===== config.mk =====
export PLATFORM = sky130hd
export DESIGN_NAME = csp_status_pins
export DESIGN_NICKNAME = d
export VERILOG_FILES = /design/src/csp_pkg.sv /design/src/csp_sync.sv /design/src/csp_status_pins.sv
export SDC_FILE = /design/constraint.sdc
export NUM_CORES = 1
export LEC_CHECK = 0
export ABC_AREA = 1
export BUFFER_PORTS_ARGS = -buffer_cell sky130_fd_sc_hd__buf_2
export CAP_MARGIN = 20
export CORE_UTILIZATION = 35
export CTS_CLUSTER_DIAMETER = 60
export CTS_CLUSTER_SIZE = 8
export DETAILED_ROUTE_END_ITERATION = 8
export GPL_TIMING_DRIVEN = 1
export PLACE_DENSITY = 0.59
export SKIP_CTS_REPAIR_TIMING = 1
export SYNTH_ARGS = -nofsm -noshare
export SYNTH_HDL_FRONTEND = slang
export SYNTH_SLANG_ARGS = --single-unit

===== constraint.sdc =====
create_clock -name SYS_CLK -period 2.6 [get_ports SYS_CLK]
set_input_delay 0.13 -clock SYS_CLK [delete_from_list [all_inputs] [get_ports SYS_CLK]]
set_output_delay 0.13 -clock SYS_CLK [all_outputs]
set_load 0.01 [all_outputs]

===== src/csp_pkg.sv =====
package csp_pkg;
   // Clock rate in MHz
   localparam int CLK_MHZ = 125;
   // Interrupt pulse width, microseconds
   localparam int INT_PULSE_US = 256;
   // Cycles of interrupt pulse; exact at 125 MHz
   localparam int INT_PULSE_CYC = INT_PULSE_US * CLK_MHZ;
   // Widths of the charge-current code and voltage codes
   localparam int ILIM_W = 8;
   localparam int VOLT_W = 12;
   localparam int STATE_W = 3;
   // Reset value of the charge-state encoding table: each entry {a, b}
   localparam logic [15:0] STATE_MAP_RST = 16'h1B00;

   // Software control bits
   typedef struct packed {
      logic state_pins_off;
      logic state_a_manual;
      logic state_b_manual;
      logic good_pin_off;
      logic good_pin_manual;
      logic allow_pin_off;
      logic allow_pin_manual;
      logic charge_permit;
      logic charge_limit_pin_use;
   } csp_ctrl_s;

   // Open-drain pin drive: high enable pulls the line low
   typedef struct packed {
      logic int_oe;
      logic state_a_oe;
      logic state_b_oe;
      logic good_oe;
      logic allow_oe;
   } csp_od_s;
endpackage : csp_pkg


===== src/csp_sync.sv =====
`timescale 1ns/100ps
// Two-flop synchroniser, one per bit
module csp_sync #(
   parameter int W = 1
) (
   // Clock and reset
   input wire logic clk,
   input wire logic rst,
   // Data
   input wire logic [W-1:0] d,
   output logic [W-1:0] q
);
   logic [W-1:0] s1_r;
   logic [W-1:0] s2_r;

   // First stage feeds only the second
   always_ff @(posedge clk or posedge rst) begin
      if (rst) begin
         s1_r <= '0;
         s2_r <= '0;
      end else begin
         s1_r <= d;
         s2_r <= s1_r;
      end
   end
   assign q = s2_r;
endmodule : csp_sync


===== src/csp_status_pins.sv =====
`timescale 1ns/100ps
// Functional notes
// - Status changes and faults pull the interrupt line low for one 256 us pulse.
// - With the status-pin disable set, charger state no longer drives the two status pins.
// - While status pins are disabled each follows its own manual force bit.
// - Power-good is pulled low only while input voltage lies inside the window.
// - With the power-good disable set, power-good follows its manual force bit.
// - Charging is enabled only with charge permit set and the enable pin sampled low.
// - The enable pin must be held at a defined level; the device never depends on a float.
// - With the enable-pin disable set, the pin is ignored and driven from its force bit.
// - Charging is suspended while the thermistor reading is outside the window.
// - The effective charge limit is the smaller of pin and register limits.
// - With pin-use cleared, only the register limit applies.
module csp_status_pins #(
   parameter int PULSE_CYC = csp_pkg::INT_PULSE_CYC,
   parameter logic [15:0] STATE_MAP = csp_pkg::STATE_MAP_RST
) (
   // Clock and reset
   input wire logic SYS_CLK,
   input wire logic RESET,
   // Software control
   input wire csp_pkg::csp_ctrl_s CTRL,
   input wire logic [csp_pkg::ILIM_W-1:0] CHARGE_LIMIT_SETTING,
   // Charger core state and event request
   input wire logic [csp_pkg::STATE_W-1:0] CHARGE_STATE,
   input wire logic STATUS_EVENT,
   // Analog comparator results, asynchronous
   input wire logic [csp_pkg::VOLT_W-1:0] INPUT_VOLTAGE,
   input wire logic [csp_pkg::VOLT_W-1:0] INPUT_UNDERVOLT_BOUND,
   input wire logic [csp_pkg::VOLT_W-1:0] INPUT_OVERVOLT_BOUND,
   input wire logic THERMISTOR_SENSE_OK,
   input wire logic [csp_pkg::ILIM_W-1:0] CHARGE_LIMIT_PIN,
   // Charge-enable pin, two-way
   input wire logic ALLOW_PIN_I,
   // Open-drain outputs
   output csp_pkg::csp_od_s OD_OE,
   output logic INPUT_GOOD_N,
   // Charger gating results
   output logic CHARGE_ENABLE,
   output logic [csp_pkg::ILIM_W-1:0] CHARGE_LIMIT_EFF
);
   localparam int CW = $clog2(PULSE_CYC + 1);
   localparam logic [CW-1:0] PULSE_LAST = CW'(PULSE_CYC - 1);

   logic allow_pin_s;
   logic therm_ok_s;
   logic [CW-1:0] cnt_r;
   logic [CW-1:0] cnt_nxt;
   logic busy_r;
   logic busy_nxt;
   logic pend_r;
   logic pend_nxt;
   logic win_ok;
   logic [1:0] map_ab;
   csp_pkg::csp_od_s od_r;
   csp_pkg::csp_od_s od_nxt;
   logic en_r;
   logic en_nxt;
   logic [csp_pkg::ILIM_W-1:0] lim_r;
   logic [csp_pkg::ILIM_W-1:0] lim_nxt;

   // Enable-pin and thermistor levels pass two flops; the enable pin resets high (charging off)
   csp_sync #(.W(2)) u_sync (
      .clk(SYS_CLK),
      .rst(RESET),
      .d({~ALLOW_PIN_I, THERMISTOR_SENSE_OK}),
      .q({allow_pin_s, therm_ok_s})
   );

   // Interrupt pulse timer; an event during a pulse is held and sent afterwards
   always_comb begin
      cnt_nxt = cnt_r;
      busy_nxt = busy_r;
      pend_nxt = pend_r | STATUS_EVENT;
      if (busy_r) begin
         if (cnt_r == PULSE_LAST) begin
            // A held request restarts at once, so back-to-back pulses merge with no gap
            busy_nxt = pend_r | STATUS_EVENT;
            cnt_nxt = '0;
            pend_nxt = 1'b0;
         end else begin
            cnt_nxt = cnt_r + CW'(1);
         end
      end else if (pend_r | STATUS_EVENT) begin
         busy_nxt = 1'b1;
         cnt_nxt = '0;
         pend_nxt = 1'b0;
      end
   end

   always_ff @(posedge SYS_CLK or posedge RESET) begin
      if (RESET) begin
         cnt_r <= '0;
         busy_r <= 1'b0;
         pend_r <= 1'b0;
      end else begin
         cnt_r <= cnt_nxt;
         busy_r <= busy_nxt;
         pend_r <= pend_nxt;
      end
   end

   // Window compare and table lookup
   assign win_ok = (INPUT_VOLTAGE >= INPUT_UNDERVOLT_BOUND) &&
                   (INPUT_VOLTAGE <= INPUT_OVERVOLT_BOUND);
   assign map_ab = STATE_MAP[2*CHARGE_STATE +: 2];

   // Pin drive; force bits act directly so a write lands in one cycle
   always_comb begin
      od_nxt.int_oe = busy_nxt;
      od_nxt.state_a_oe = CTRL.state_pins_off ? CTRL.state_a_manual : map_ab[1];
      od_nxt.state_b_oe = CTRL.state_pins_off ? CTRL.state_b_manual : map_ab[0];
      od_nxt.good_oe = CTRL.good_pin_off ? CTRL.good_pin_manual : win_ok;
      od_nxt.allow_oe = CTRL.allow_pin_off & CTRL.allow_pin_manual;
   end

   // Charge gating; only the synchronised pin level is used
   always_comb begin
      en_nxt = CTRL.charge_permit & (CTRL.allow_pin_off | allow_pin_s) & therm_ok_s;
      lim_nxt = CHARGE_LIMIT_SETTING;
      if (CTRL.charge_limit_pin_use && CHARGE_LIMIT_PIN < CHARGE_LIMIT_SETTING) begin
         lim_nxt = CHARGE_LIMIT_PIN;
      end
   end

   always_ff @(posedge SYS_CLK or posedge RESET) begin
      if (RESET) begin
         od_r <= '0;
         en_r <= 1'b0;
         lim_r <= '0;
      end else begin
         od_r <= od_nxt;
         en_r <= en_nxt;
         lim_r <= lim_nxt;
      end
   end

   assign OD_OE = od_r;
   assign INPUT_GOOD_N = ~od_r.good_oe;
   assign CHARGE_ENABLE = en_r;
   assign CHARGE_LIMIT_EFF = lim_r;

   // Interrupt stays low for at least 8 cycles once started
   a_int_pulse_len: assert property (@(posedge SYS_CLK) disable iff (RESET)
      $rose(od_r.int_oe) |-> od_r.int_oe [*8]) else $error("Interrupt pulse too short");
   // Pulse counter never runs past its last count
   a_int_cnt_bound: assert property (@(posedge SYS_CLK) disable iff (RESET)
      busy_r |-> cnt_r <= PULSE_LAST) else $error("Interrupt counter overrun");
   // Interrupt ends exactly at the last count
   a_int_end: assert property (@(posedge SYS_CLK) disable iff (RESET)
      (busy_r && cnt_r == PULSE_LAST && !pend_r && !STATUS_EVENT) |=> !od_r.int_oe)
      else $error("Interrupt pulse end wrong");
   // Disabled status pins follow force bits
   a_state_force: assert property (@(posedge SYS_CLK) disable iff (RESET)
      CTRL.state_pins_off |=> (od_r.state_a_oe == $past(CTRL.state_a_manual)) &&
      (od_r.state_b_oe == $past(CTRL.state_b_manual))) else $error("Status force wrong");
   // Enabled status pin A follows the table
   a_state_map: assert property (@(posedge SYS_CLK) disable iff (RESET)
      !CTRL.state_pins_off |=> od_r.state_a_oe == $past(map_ab[1]))
      else $error("Status map wrong");
   // Power-good follows window when enabled
   a_good_window: assert property (@(posedge SYS_CLK) disable iff (RESET)
      !CTRL.good_pin_off |=> INPUT_GOOD_N == !$past(win_ok)) else $error("Power-good wrong");
   // Power-good force
   a_good_force: assert property (@(posedge SYS_CLK) disable iff (RESET)
      CTRL.good_pin_off |=> od_r.good_oe == $past(CTRL.good_pin_manual))
      else $error("Power-good force wrong");
   // No permit means no charging
   a_charge_permit: assert property (@(posedge SYS_CLK) disable iff (RESET)
      !CTRL.charge_permit |=> !CHARGE_ENABLE) else $error("Charging without permit");
   // Enable pin only driven when handed to software
   a_allow_drive: assert property (@(posedge SYS_CLK) disable iff (RESET)
      !CTRL.allow_pin_off |=> !od_r.allow_oe) else $error("Enable pin driven");
   // Thermistor fault suspends charging
   a_therm_suspend: assert property (@(posedge SYS_CLK) disable iff (RESET)
      !therm_ok_s |=> !CHARGE_ENABLE) else $error("Charging with thermistor fault");
   // Limit never above register setting
   a_limit_min: assert property (@(posedge SYS_CLK) disable iff (RESET)
      ##1 CHARGE_LIMIT_EFF <= $past(CHARGE_LIMIT_SETTING)) else $error("Limit too high");
   // Pin limit ignored when unused
   a_limit_reg: assert property (@(posedge SYS_CLK) disable iff (RESET)
      !CTRL.charge_limit_pin_use |=> CHARGE_LIMIT_EFF == $past(CHARGE_LIMIT_SETTING))
      else $error("Pin limit used");
endmodule : csp_status_pins


==> qor.yml <==
sta:
  tightest_slew_ns: 0.425
  fin_tns_setup_ns: 0
  hold_viol: 0
  setup_viol: 0
  slew_headroom_pct: 71.6
  skew_ns: 0.00277
  whs_ns: 0.0293
  fmax_ghz: 0.620
  fin_crit_ns: 1.61
  rsz0062_at_grt: "no"
  slew_violations: 0
  period_share_pct: 62.0
global_route:
  antenna_found_initial: 0
  grt_pass1_wl_um: 8850
  grt_overflow: 0
  grt_use_total_pct: 15.0
  first_global_vias: 2116
  grt_max_degree: 35
finish:
  drive_above_1_share_pct: 25.2
  fin_util_pct: 46.6
  num_antenna_cells: 0
  seq_area_um2: 851
  multi_input_area_um2: 1300
  layout.cells.non_filler: 489
  fill_cells: 673
  final_net_count: 512
  syn_to_final_growth_pct: 25.7
drt:
  totalWireLength_um: 5130
  drc_errors: 0
  drtAntennaViolNets: 0
  drt_iter0_drc: 56
  firstDrtPassIters: 5
  vias: 2215
  avgRoutedWirePerCell_um: 10.5
  vias_per_cell: 4.53
logic_synthesis:
  synthTopCellsByArea: "dfrtp_1 (35%), ha_1 (17%), nand2_1 (14%)"
  syn_nets: 422
  synth_area_um2: 2420
  yosysSeqAreaShare_pct: 35.1
  synth-seq-cells: 34
  ys_async_sr_fraction_pct: 100
  synth_most_common_cell: "nand2_1"
  synth_edf_count: 0
  synth.top_cell.area_share_pct: 35.1
  ys.flop_type: "dfrtp_1"
  synth_cell_types: 30
  postSynthAreaPerCell_um2: 7.55
  synthesis.instances: 321
  synth_largest_area_cell: "dfrtp_1"
  yosys-top-cells-count: "nand2_1 (91), inv_1 (66), dfrtp_1 (34)"
  synth_warnings: 0
worst_setup_path:
  cp.required_ns: 2.76
  startpoint: "OD_OE[4]"
  crit_type: "reg2reg"
  end_kind: "register"
  r2r-start: "OD_OE[4]"
  arrival_ns: 1.77
  critPathMaxFanout: 12
  startpoint_type: "register"
worst_hold_path:
  hold_path_class: "in2reg"
  hp-start: "CHARGE_STATE[0]"
clock_tree:
  clk_path_buf_depth: 2
  cts_tree: "done"
  cts_buffers: 5
  cts_sinks: 34
  clk_latency_ns: 0.28
  path_clk_slew_ns: 0.07
  cts_htree_levels: 2
  cts-root-buf: "clkbuf_8"
power_and_ir_drop:
  power.total_mw: 1.21
  power_density_nw_per_um2: 396
  ir_drop_mv: 0.199
  p_leak_nw: 1.83
die:
  initial_core_util_pct: 37.1
  pin_count: 84
  die-area_um2: 7260
  num_rows: 29
  die_x_um: 85.2
  core-area_um2: 6530
  die_h_um: 85.2
run_status:
  status: "completed"
place:
  globalplace.congestion: 0.805
  place_hpwl_um: 4130
  port_buffers: 83
  dp_cells: 478
flow_run:
  max_cap_violations: 0
==> layer usage <==
metal	global-route usage [%]	share of wire (%)	up-vias
li1	-	-	1193
met1	19.2	49	968
met2	26.0	46	49
met3	3.02	4.3	5
met4	3.70	0.94	0
met5	0	0	-
==> worst max-delay path: stages, from the launching register on <==
cell     delay [ns]
dfrtp_1        0.45
inv_1          0.19
nand2_1        0.17
inv_1          0.37
nor2_1         0.09
xor2_1         0.18
a21oi_2        0.04
==> layout make-up <==
class	instances	area share, %
clock buffer	6	2.71
timing repair buffer	87	14.9
inverter	67	8.25
multi-input combinational	216	42.7
clock inverter	2	0.411
tap	77	3.16
sequential	34	27.9
==> kinds of logic (layout without fill, tap and decap cells) <==
logic type      after synthesis  after routing  synth area share (%)
buf+inv                      71            162                  11.3
simple gates                144            144                  26.0
fa+ha+maj                    32             32                  16.5
flops                        34             34                  35.1
xor+xnor                      6              6                  2.17
compound gates               34             34                  8.98
==> final timing paths <==
path / end / slack (ns) / cells after the start
worst max-delay path: cnt_r[3] / 0.99 / 6
worst min-delay path: OD_OE[2] / 0.03 / 2
worst max register to register: cnt_r[3] / 0.99 / 6
worst min register to register: u_sync.q[1] / 0.35 / 0
max in group asynchronous: cnt_r[5] / 1.82 / 4
min in group asynchronous: OD_OE[2] / 0.48 / 4
==> cells in the final DEF (no fill, tap or decap), types with 3 or more instances in the layout <==
| cell type | count |
|---|---|
| nor2_1 | 21 |
| o21ai_2 | 3 |
| clkbuf_8 | 6 |
| xor2_1 | 5 |
| inv_1 | 66 |
| o21ai_0 | 8 |
| buf_2 | 83 |
| ha_1 | 32 |
| dlygate4sd3_1 | 3 |
| dfrtp_1 | 34 |
| nand3_1 | 11 |
| nand2_1 | 91 |
| a21oi_1 | 11 |
| nand4_1 | 14 |
| o31ai_1 | 3 |
==> power breakdown <==
part | internal (mW) | leakage [nW] | switching [mW]
registers | 0.551 | 0.423 | 0.00570
logic | 0.113 | 1.36 | 0.132
clock network | 0.213 | 0.0472 | 0.191
total | 0.876 | 1.83 | 0.329
==> state kept, by name, indices dropped and copies added, names as in the netlist <==
signal            count
pend_r                1
CHARGE_LIMIT_EFF      8
CHARGE_ENABLE         1
u_sync.s1_r           2
cnt_r                15
OD_OE                 5
u_sync.q              2
==> through the flow <==
| stage | setup slack, ns | instance area (µm²) |
|---|---|---|
| global route | 0.800 | 3050 |
| floorplan | 1.18 | 2420 |
| CTS | 0.975 | 3020 |
| global placement | 1.04 | 2920 |
| finish | 0.987 | 3050 |
| detailed placement | 0.990 | 2920 |
No activity file was read; power rests on OpenSTA's default activity.
